File: src/include/cap_regs.vh
`ifndef CAP_REGS_VH
`define CAP_REGS_VH

// ==========================================================
// widths
`define CAP_DW 16
`define CAP_AW 5

// ==========================================================
// register word addresses
`define CAP_A_CTRL 5'h00
`define CAP_A_BMODE 5'h01
`define CAP_A_PER_B 5'h02
`define CAP_A_RISE_B 5'h03
`define CAP_A_FALL_B 5'h04
`define CAP_A_DTR_B 5'h05
`define CAP_A_DTF_B 5'h06
`define CAP_A_ADA_B 5'h07
`define CAP_A_ADB_B 5'h08
`define CAP_A_PER 5'h09
`define CAP_A_RISE 5'h0a
`define CAP_A_FALL 5'h0b
`define CAP_A_DTR 5'h0c
`define CAP_A_DTF 5'h0d
`define CAP_A_ADA 5'h0e
`define CAP_A_ADB 5'h0f
`define CAP_A_STAT 5'h10
`define CAP_A_CNT 5'h11

// ==========================================================
// control register fields
`define CAP_CTRL_RUN 0
`define CAP_CTRL_MODE4 1
`define CAP_CTRL_POL_LO 2
`define CAP_CTRL_POL_HI 3
`define CAP_CTRL_W 4

// ==========================================================
// buffer mode register fields
`define CAP_BM_PER 0
`define CAP_BM_RISE 1
`define CAP_BM_FALL 2
`define CAP_BM_DTR 3
`define CAP_BM_DTF 4
`define CAP_BM_ADA 5
`define CAP_BM_ADB 6
`define CAP_BM_ASEL_LO 7
`define CAP_BM_ASEL_HI 8
`define CAP_BM_BSEL_LO 9
`define CAP_BM_BSEL_HI 10
`define CAP_BM_W 11

// ==========================================================
// adc update select codes
`define CAP_SEL_UP 2'h0
`define CAP_SEL_DOWN 2'h1
`define CAP_SEL_BOTH 2'h2

// ==========================================================
// reset values
`define CAP_RST_CTRL 4'h0
`define CAP_RST_BMODE 11'h000
`define CAP_RST_PER 16'h00ff
`define CAP_RST_WORD 16'h0000

`endif

File: src/verilog/cap_pwm.v
// The implementer's own choices: the plain strobed port and the register addresses.
`timescale 1ns/1ns
`include "cap_regs.vh"

// ==========================================================
// triangle pwm channel with double-buffered parameters
module cap_pwm
(
	input wire mclk,
	input wire nrst,
	input wire [`CAP_AW-1:0] addr,
	input wire [`CAP_DW-1:0] wdata,
	input wire wr,
	input wire rd,
	output reg [`CAP_DW-1:0] rdata,
	output reg pwm_p,
	output reg pwm_n,
	output reg adc_req_a,
	output reg adc_req_b
);

	// ==========================================================
	// software-visible state
	reg [`CAP_CTRL_W-1:0] timer_control_register; // run, mode, polarity
	reg [`CAP_BM_W-1:0] buffer_mode_register; // enables and adc selects
	reg [`CAP_DW-1:0] period_buffer;
	reg [`CAP_DW-1:0] base_threshold_rise_buffer;
	reg [`CAP_DW-1:0] base_threshold_fall_buffer;
	reg [`CAP_DW-1:0] dead_time_rising_buffer;
	reg [`CAP_DW-1:0] dead_time_falling_buffer;
	reg [`CAP_DW-1:0] adc_request_a_buffer;
	reg [`CAP_DW-1:0] adc_request_b_buffer;
	// active parameters; the fall threshold and falling dead time are only read back
	reg [`CAP_DW-1:0] period_value;
	reg [`CAP_DW-1:0] base_threshold_rise;
	reg [`CAP_DW-1:0] base_threshold_fall;
	reg [`CAP_DW-1:0] dead_time_rising;
	reg [`CAP_DW-1:0] dead_time_falling;
	reg [`CAP_DW-1:0] adc_request_a_compare;
	reg [`CAP_DW-1:0] adc_request_b_compare;

	// ==========================================================
	// counter
	wire [`CAP_DW-1:0] cnt; // carrier value
	wire dir_up; // high while climbing
	wire up_exp; // one-cycle turn at period
	wire down_exp; // one-cycle turn at zero

	cap_tri_cnt u_cnt
	(
		.mclk(mclk),
		.nrst(nrst),
		.run(timer_control_register[`CAP_CTRL_RUN]),
		.period(period_value),
		.cnt(cnt),
		.dir_up(dir_up),
		.up_exp(up_exp),
		.down_exp(down_exp)
	);

	// ==========================================================
	// update points
	wire mode4 = timer_control_register[`CAP_CTRL_MODE4];
	wire [1:0] adc_a_update_select = buffer_mode_register[`CAP_BM_ASEL_HI:`CAP_BM_ASEL_LO];
	wire [1:0] adc_b_update_select = buffer_mode_register[`CAP_BM_BSEL_HI:`CAP_BM_BSEL_LO];
	// period always turns over after the down-count
	wire upd_per = down_exp;
	// mode 3 waits for the down-count, mode 4 takes both halves
	wire upd_base = down_exp | (mode4 & up_exp);
	reg upd_a; // adc a update point
	reg upd_b; // adc b update point

	// adc compare update points follow their own select fields
	always @*
	begin
		case (adc_a_update_select)
			`CAP_SEL_UP: upd_a = up_exp;
			`CAP_SEL_DOWN: upd_a = down_exp;
			default: upd_a = up_exp | down_exp;
		endcase
		case (adc_b_update_select)
			`CAP_SEL_UP: upd_b = up_exp;
			`CAP_SEL_DOWN: upd_b = down_exp;
			default: upd_b = up_exp | down_exp;
		endcase
	end

	// write decode
	wire w_ctrl = wr && addr == `CAP_A_CTRL;
	wire w_bm = wr && addr == `CAP_A_BMODE;
	wire w_per = wr && addr == `CAP_A_PER_B;
	wire w_rise = wr && addr == `CAP_A_RISE_B;
	wire w_fall = wr && addr == `CAP_A_FALL_B;
	wire w_dtr = wr && addr == `CAP_A_DTR_B;
	wire w_dtf = wr && addr == `CAP_A_DTF_B;
	wire w_ada = wr && addr == `CAP_A_ADA_B;
	wire w_adb = wr && addr == `CAP_A_ADB_B;
	wire [`CAP_BM_W-1:0] en = buffer_mode_register;

	// ==========================================================
	// control and buffer registers
	always @(posedge mclk or negedge nrst)
	begin
		if (!nrst)
		begin
			timer_control_register <= `CAP_RST_CTRL;
			buffer_mode_register <= `CAP_RST_BMODE;
			period_buffer <= `CAP_RST_PER;
			base_threshold_rise_buffer <= `CAP_RST_WORD;
			base_threshold_fall_buffer <= `CAP_RST_WORD;
			dead_time_rising_buffer <= `CAP_RST_WORD;
			dead_time_falling_buffer <= `CAP_RST_WORD;
			adc_request_a_buffer <= `CAP_RST_WORD;
			adc_request_b_buffer <= `CAP_RST_WORD;
		end
		else
		begin
			if (w_ctrl)
				timer_control_register <= wdata[`CAP_CTRL_W-1:0];
			if (w_bm)
				buffer_mode_register <= wdata[`CAP_BM_W-1:0];
			if (w_per)
				period_buffer <= wdata;
			if (w_rise)
				base_threshold_rise_buffer <= wdata;
			if (w_fall)
				base_threshold_fall_buffer <= wdata;
			if (w_dtr)
				dead_time_rising_buffer <= wdata;
			if (w_dtf)
				dead_time_falling_buffer <= wdata;
			if (w_ada)
				adc_request_a_buffer <= wdata;
			if (w_adb)
				adc_request_b_buffer <= wdata;
		end
	end

	// ==========================================================
	// active parameters: copied at update points when buffered,
	// written straight through when the buffer is disabled
	always @(posedge mclk or negedge nrst)
	begin
		if (!nrst)
		begin
			period_value <= `CAP_RST_PER;
			base_threshold_rise <= `CAP_RST_WORD;
			base_threshold_fall <= `CAP_RST_WORD;
			dead_time_rising <= `CAP_RST_WORD;
			dead_time_falling <= `CAP_RST_WORD;
			adc_request_a_compare <= `CAP_RST_WORD;
			adc_request_b_compare <= `CAP_RST_WORD;
		end
		else
		begin
			// a buffered copy uses the buffer as it stood before this edge
			if (en[`CAP_BM_PER] ? upd_per : w_per)
				period_value <= en[`CAP_BM_PER] ? period_buffer : wdata;
			if (en[`CAP_BM_RISE] ? upd_base : w_rise)
				base_threshold_rise <= en[`CAP_BM_RISE] ? base_threshold_rise_buffer : wdata;
			if (en[`CAP_BM_FALL] ? upd_base : w_fall)
				base_threshold_fall <= en[`CAP_BM_FALL] ? base_threshold_fall_buffer : wdata;
			if (en[`CAP_BM_DTR] ? upd_base : w_dtr)
				dead_time_rising <= en[`CAP_BM_DTR] ? dead_time_rising_buffer : wdata;
			if (en[`CAP_BM_DTF] ? upd_base : w_dtf)
				dead_time_falling <= en[`CAP_BM_DTF] ? dead_time_falling_buffer : wdata;
			if (en[`CAP_BM_ADA] ? upd_a : w_ada)
				adc_request_a_compare <= en[`CAP_BM_ADA] ? adc_request_a_buffer : wdata;
			if (en[`CAP_BM_ADB] ? upd_b : w_adb)
				adc_request_b_compare <= en[`CAP_BM_ADB] ? adc_request_b_buffer : wdata;
		end
	end

	// ==========================================================
	// waveform
	// complement threshold leads the base edge by the rising dead time;
	// a dead time above the threshold clips the complement threshold to zero here
	wire [`CAP_DW-1:0] complement_threshold_rise = (dead_time_rising > base_threshold_rise) ?
		`CAP_RST_WORD : base_threshold_rise - dead_time_rising;
	wire hit_p = cnt == base_threshold_rise; // base match
	wire hit_n = cnt == complement_threshold_rise; // complement match
	wire [1:0] output_polarity_select = timer_control_register[`CAP_CTRL_POL_HI:`CAP_CTRL_POL_LO];
	reg p_raw; // base waveform before polarity
	reg n_raw; // complement waveform before polarity

	// same threshold on both slopes gives edges symmetric about the turn
	always @(posedge mclk or negedge nrst)
	begin
		if (!nrst)
		begin
			p_raw <= 1'b0;
			n_raw <= 1'b1;
		end
		else if (timer_control_register[`CAP_CTRL_RUN])
		begin
			if (hit_p)
				p_raw <= dir_up;
			if (hit_n)
				n_raw <= ~dir_up;
		end
	end

	// ==========================================================
	// registered outputs and read port
	always @(posedge mclk or negedge nrst)
	begin
		if (!nrst)
		begin
			pwm_p <= 1'b0;
			pwm_n <= 1'b0;
			adc_req_a <= 1'b0;
			adc_req_b <= 1'b0;
			rdata <= `CAP_RST_WORD;
		end
		else
		begin
			pwm_p <= p_raw ^ output_polarity_select[0];
			pwm_n <= n_raw ^ output_polarity_select[1];
			// adc requests pulse on compare match while running
			adc_req_a <= timer_control_register[`CAP_CTRL_RUN] && cnt == adc_request_a_compare;
			adc_req_b <= timer_control_register[`CAP_CTRL_RUN] && cnt == adc_request_b_compare;
			if (rd)
			begin
				case (addr)
					`CAP_A_CTRL: rdata <= {12'h000, timer_control_register};
					`CAP_A_BMODE: rdata <= {5'h00, buffer_mode_register};
					`CAP_A_PER_B: rdata <= period_buffer;
					`CAP_A_RISE_B: rdata <= base_threshold_rise_buffer;
					`CAP_A_FALL_B: rdata <= base_threshold_fall_buffer;
					`CAP_A_DTR_B: rdata <= dead_time_rising_buffer;
					`CAP_A_DTF_B: rdata <= dead_time_falling_buffer;
					`CAP_A_ADA_B: rdata <= adc_request_a_buffer;
					`CAP_A_ADB_B: rdata <= adc_request_b_buffer;
					`CAP_A_PER: rdata <= period_value;
					`CAP_A_RISE: rdata <= base_threshold_rise;
					`CAP_A_FALL: rdata <= base_threshold_fall;
					`CAP_A_DTR: rdata <= dead_time_rising;
					`CAP_A_DTF: rdata <= dead_time_falling;
					`CAP_A_ADA: rdata <= adc_request_a_compare;
					`CAP_A_ADB: rdata <= adc_request_b_compare;
					`CAP_A_STAT: rdata <= {15'h0000, dir_up};
					`CAP_A_CNT: rdata <= cnt;
					default: rdata <= `CAP_RST_WORD;
				endcase
			end
			else
				rdata <= `CAP_RST_WORD;
		end
	end

endmodule

File: src/verilog/cap_tri_cnt.v
`timescale 1ns/1ns
`include "cap_regs.vh"

// ==========================================================
// up/down counter for the triangle carrier
module cap_tri_cnt
(
	input wire mclk,
	input wire nrst,
	input wire run,
	input wire [`CAP_DW-1:0] period,
	output reg [`CAP_DW-1:0] cnt,
	output reg dir_up,
	output reg up_exp,
	output reg down_exp
);

	// counter turns at period and at zero, flagging each turn for one cycle
	always @(posedge mclk or negedge nrst)
	begin
		if (!nrst)
		begin
			cnt <= `CAP_RST_WORD;
			dir_up <= 1'b1;
			up_exp <= 1'b0;
			down_exp <= 1'b0;
		end
		else
		begin
			up_exp <= 1'b0;
			down_exp <= 1'b0;
			// a zero period would wrap the counter, so it is held instead
			if (run && period != `CAP_RST_WORD)
			begin
				if (dir_up)
				begin
					if (cnt >= period)
					begin
						dir_up <= 1'b0;
						cnt <= cnt - 16'h0001;
						up_exp <= 1'b1;
					end
					else
						cnt <= cnt + 16'h0001;
				end
				else
				begin
					if (cnt == `CAP_RST_WORD)
					begin
						dir_up <= 1'b1;
						cnt <= cnt + 16'h0001;
						down_exp <= 1'b1;
					end
					else
						cnt <= cnt - 16'h0001;
				end
			end
		end
	end

endmodule
File: config.mk
export PLATFORM = sky130hd
export DESIGN_NAME = cap_pwm
export DESIGN_NICKNAME = d
export VERILOG_FILES = /design/src/verilog/cap_pwm.v /design/src/verilog/cap_tri_cnt.v
export VERILOG_INCLUDE_DIRS = /design/src /design/src/include
export SDC_FILE = /design/constraint.sdc
export NUM_CORES = 1
export LEC_CHECK = 0
export ABC_AREA = 0
export ABC_CLOCK_PERIOD_IN_PS = 5100
export BUFFER_PORTS_ARGS = -buffer_cell sky130_fd_sc_hd__buf_2
export CORE_ASPECT_RATIO = 1.4
export CORE_MARGIN = 4
export CORE_UTILIZATION = 40
export DETAILED_ROUTE_END_ITERATION = 8
export HOLD_SLACK_MARGIN = 0.1
export SYNTH_ARGS = -nofsm -noshare
export SYNTH_HDL_FRONTEND = slang
export SYNTH_SLANG_ARGS = --single-unit
File: constraint.sdc
create_clock -name mclk -period 5.1 [get_ports mclk]
set_input_delay 1.02 -clock mclk [delete_from_list [all_inputs] [get_ports mclk]]
set_output_delay 1.02 -clock mclk [all_outputs]
set_load 0.03 [all_outputs]
Yosys cells after proc, flatten, opt, wreduce, memory -nomap -nowiden
Cells that the tools add are included. Widths: inputs -> output; s select.

Register bits after elaboration: 280. Logic and storage cells: 110. Bits of input ports: 25.

Bitwise logic cells: 6. Eq/ne operators: 23. $add $sub $neg: 3. Order comparisons: 2. Muxes and demuxes: 30. Reduce and logical (&&, ||, !) cells: 19.

Operator list (number): $pmux 16 s18 (1); $mux 16 (12); $eq 16x16->1 (4); $eq 5x4->1 const B (8); $eq 5x3->1 const B (4); $add 16x1->16 const B (1); $ge 16x16->1 (1); $gt 16x16->1 (1); $logic_not 16->1 (1); $reduce_bool 16->1 (1); $sub 16x1->16 const B (1); $sub 16x16->16 (1); $mux 1 (15); $logic_and 1x1->1 (12); $eq 5x2->1 const B (2); $eq 5x5->1 const B (2); $eq 5x1->1 const B (1); $logic_not 5->1 (1); $eq 2x1->1 const B (2); $logic_not 2->1 (2); $pmux 1 s2 (2); $reduce_and 2->1 (2); $or 1x1->1 (2); $xor 1x1->1 (2); other kinds (2) (2).

Logic depth before layout (Yosys ltp)
Word-level depth: 4. Gate-level depth with buffers: 14. Gate-level depth less buffers: 13.

Modules after synthesis
Synthesis repeated with hierarchy kept, for this count alone.

Cell total of the unflattened synthesis: 1478. Area total of the unflattened synthesis: 15541.2 um^2.

Modules (own cells, without submodules): cap_pwm (seq. area each 6552.5 um^2, area an instance 13887.1 um^2, instances 1, cells an instance 1296); cap_tri_cnt (seq. area each 476.7 um^2, area an instance 1654.1 um^2, instances 1, cells an instance 182).

Least setup slack after synthesis
Ideal clock, no wire load.

Path type: flip-flop to flip-flop. Start: register base_threshold_rise[0]. End: register n_raw. Data required time: 5018 ps. Path buffers: 1. Stages on the path, launching flop included: 15. Arrival time: 3203 ps. Period minus slack after synthesis: 3285 ps. Setup time: 82 ps. Slack: 1815 ps. Cells stage by stage: dfrtp_1 -> inv_1 -> ha_1 -> fa_1 -> nor2b_4 -> o31a_4 -> o211ai_4 -> o31ai_4 -> o31a_1 -> buf_2 -> o21ai_2 -> a2111oi_4 -> nand4_1 -> a2111o_1 -> mux2_4.

Cells in the longest elaborated chain, start to end: 4. Elaborated cells between the ends (all ways): 5. Those cells by class: 1 x add/sub; 1 x order compare; 1 x eq/ne; 1 x mux; 1 x reduce/logical.

Ends and longest elaborated chain: start: declaration (RTL line cap_pwm.v:35) `` reg [`CAP_DW-1:0] base_threshold_rise; ``; start signal: assignment (RTL line cap_pwm.v:147) `` base_threshold_rise <= `CAP_RST_WORD; ``; start signal: assignment (RTL line cap_pwm.v:160) `` base_threshold_rise <= en[`CAP_BM_RISE] ? base_threshold_rise_buffer : wdata; ``; $sub 16x16->16 or $gt 16x16->1 (tied branches) (RTL line cap_pwm.v:179, cap_pwm.v:178); $mux 16 (*) (RTL line cap_pwm.v:178) `` wire [`CAP_DW-1:0] complement_threshold_rise = (dead_time_rising > base_threshold_rise) ? ``; $eq 16x16->1 (*) (RTL line cap_pwm.v:181) `wire hit_n = cnt == complement_threshold_rise;`; $reduce_and 2->1 (no line) (*); end signal: assignment (RTL line cap_pwm.v:199) `n_raw <= ~dir_up;`; end: declaration (RTL line cap_pwm.v:184) `reg n_raw;`.

Every way passes the cells marked *; elsewhere a longest branch is shown, timed or not. A chain may end at the register's enable or synchronous reset.

Worst setup path in the final report
Ends and elaborated chain as after synthesis.

==> results by group <==
Route
  – Initial DRC Count: 1451
  – DRT Wirelength: about 54000 um
  – Drt drc: 0
  – Post-detailed-route count of antenna-violating nets: 0
  – Drt first pass iters: 5
  – Drt via density: 6.29
  – Via count: between 10000 and 15000
  – DR WL/cell: 27.3 um

Setup path
  – Critical Path RT: between 5 and 6 ns
  – Worst EP arrival: 4.23 ns
  – Worst Setup End Kind: flop
  – Critical path class: flop to flop
  – Setup crit start kind: flop
  – Reg-to-reg endpoint: n_raw
  – Crit path max fanout: 11
  – Reg2Reg Depth: 13
  – Worst R2R Start: base_threshold_rise[0]
  – R2R setup slack: 1.38 ns

Placement
  – PortBufs: 44
  – Final RePlAce weighted congestion: between 0.9 and 1
  – DP HPWL: roughly 37000 um
  – Post-Place Worst Slack: between 1 and 1.5 ns
  – Placed cell areas: ~0.016 mm2
  – Placed Cells: roughly 1900

Final layout
  – Layout cells sized above 1: 0.213
  – Commonest non-fill, non-tap cell in the layout: dfrtp_1
  – Fillers: 3594
  – Fin nets: 1544
  – Final Instance Area: between 0.015 and 0.02 mm2
  – Area grow syn2layout: 12.1%
  – Layout Utilization: 0.457
  – Highest-count cells in the layout ignoring fill and taps: dfrtp_1, nor2_1, a21oi_1
  – Post-route insts no fill: ~2000
  – FF/Latch Area: 0.00703 mm2
  – ANT cells: 0
  – Area of the multi-input gates: 0.00787 mm2

Power and ir drop
  – Part of the power in registers: 0.388
  – Power per cell area: between 500 and 600 mW/mm2
  – Combinational fraction of design power: 0.362
  – Tot Pwr: 9.36 mW
  – Sw Pwr: 3.67 mW
  – Leak: 7.56 nW
  – Int Power: 5.69 mW
  – Max rail drop VDD: 0.273 mV
  – Switching Fraction: 0.392
  – Clk pwr share: 0.250

STA
  – Final hold violation count: 0
  – Worst Max-Slew Pin Slew: 1.32 ns
  – Fin crit share: 0.729
  – Final Worst Setup Slack: between 1 and 1.5 ns
  – Max transition margin: 0.118
  – Slew Viols, Final: 0
  – Worst hold slack: 0.467 ns
  – Setup-failing EPs final: 0
  – Min Tclk post-route: 3.72 ns
  – Skew final: around 0.0090 ns
  – FMAX: 0.269 GHz
  – RSZ-0062 raised after global routing: false
  – Final setup TNS: 0 ns

Synth
  – Synth Flop Type: dfrtp_1
  – Synthesized Nets: 1522
  – Seq cells post-synth: 280
  – Mean Syn Cell Area: 10.6 um2
  – Async SR Flop Fraction: 1.00
  – Mapped Area: 0.0154 mm2
  – Yosys cell types: 80
  – Seq/Total Area, Yosys: 0.456
  – Cell count after synthesis: 1460
  – Yosys Warn Count: 0
  – Number of flops mapped to enable cells by yosys: 0

Job
  – MaxCap Viol Count: 0

Global route
  – Initial antenna violation count: 0
  – First-pass GRT wire length: ~80000 um
  – Largest net degree at the start of global routing: 105
  – Vias in the first global route: 12300
  – Gr usage total: 0.253
  – Grt total ovfl: 0

Clock network
  – Cts repair resizes: 0
  – Hold buffers post-CTS: 0
  – CTS H-tree lvls: 1
  – CTS Sinks: 280
  – Clock Latency Late Sink: ~0.58 ns
  – Setup bufs post-CTS: 0
  – Clock buffer depth: 3
  – CTS tree: built
  – CTS Buf Count: 29
  – Clock-pin slew of the registers on the worst-case setup and hold paths: 0.06 ns
  – CTS root buffer: clkbuf_16

Floorplanning
  – Die W: 174 um
  – Core footprint: 0.0378 mm2
  – IO Pins: 45
  – Initial core utilization: 0.408
  – Rows: 84
  – Die area: 0.0418 mm2
  – Die height: 240 um

Worst hold path
  – HP Start: p_raw
  – Hold depth: 1
  – Min-Delay Path Class: flop to flop
  – WHS Endpoint: pwm_p

Status
  – Status: finished clean
## per-layer routing
metal  share of wire  global-route usage  up-vias
met5               0                   0        -
met1            0.38               0.310     6272
met3           0.076              0.0462      194
li1                -                   -     5411
met4           0.063               0.134        0
met2            0.48               0.428      570
## cell usage after synthesis (15+ instances only)
library cell,instances,area (um2)
nor2_1,154,578
mux2_2,129,1450
inv_1,41,154
mux2i_1,113,1130
a22o_1,40,350
a21oi_1,139,696
a22oi_1,22,165
ha_1,36,450
dfrtp_1,262,6560
and3_1,17,106
nor3_1,19,95.1
clkbuf_1,91,342
nand3_1,15,75.1
o21ai_0,17,85.1
nand4_1,20,125
dfstp_2,18,473
xnor2_1,29,254
a221oi_1,40,350
xor2_1,49,429
nand2_1,38,143
## power by group through the flow
stage	clock (mW)	combinational [mW]	sequential [mW]
after floorplan	0	2.61	3.25
after global placement	0	3.30	3.63
after detailed placement	0	3.35	3.65
after CTS	2.37	3.37	3.61
after global routing	2.46	3.70	3.69
final	2.34	3.38	3.63
## worst max path at each step
stage	start	end	slack, ns	depth (start not counted)
6_report	base_threshold_rise[0]	n_raw	1.38	13
5_1_grt	base_threshold_rise[0]	n_raw	1.20	13
4_1_cts	base_threshold_rise[0]	n_raw	1.38	13
3_5_place_dp	base_threshold_rise[0]	n_raw	1.38	13
3_3_place_gp	base_threshold_rise[0]	n_raw	1.47	13
2_1_floorplan	base_threshold_rise[0]	n_raw	1.81	14
## worst max-delay path, cell delays in order (launching register included)
cell	delay (ns)
dfrtp_1	0.45
inv_1	0.09
ha_1	0.21
fa_1	0.45
nor2b_4	0.15
o31a_4	0.17
o211ai_4	0.10
o31ai_4	0.34
o31a_1	0.43
o21ai_2	0.13
a2111oi_4	0.32
nand4_1	0.13
a2111o_1	0.37
mux2_4	0.30
## cell families after synthesis
family,Yosys count,share of synthesized area
multiplexers,244,0.169
buffers and inverters,143,0.0375
AO/OA/AOI/OAI,349,0.158
AND/OR/NAND/NOR,328,0.103
adder cells (fa/ha/maj),37,0.0305
XOR/XNOR,79,0.0458
flip-flops,280,0.456
## cell type report
type / instances / area share
Clock buffer: 44 / 0.0493
Clock inverter: 10 / 0.0106
Inverter: 41 / 0.00890
Multi-Input combinational cell: 1037 / 0.455
Sequential cell: 280 / 0.407
Tap cell: 473 / 0.0342
Timing Repair Buffer: 93 / 0.0353
(Power assumes the default switching activity.)
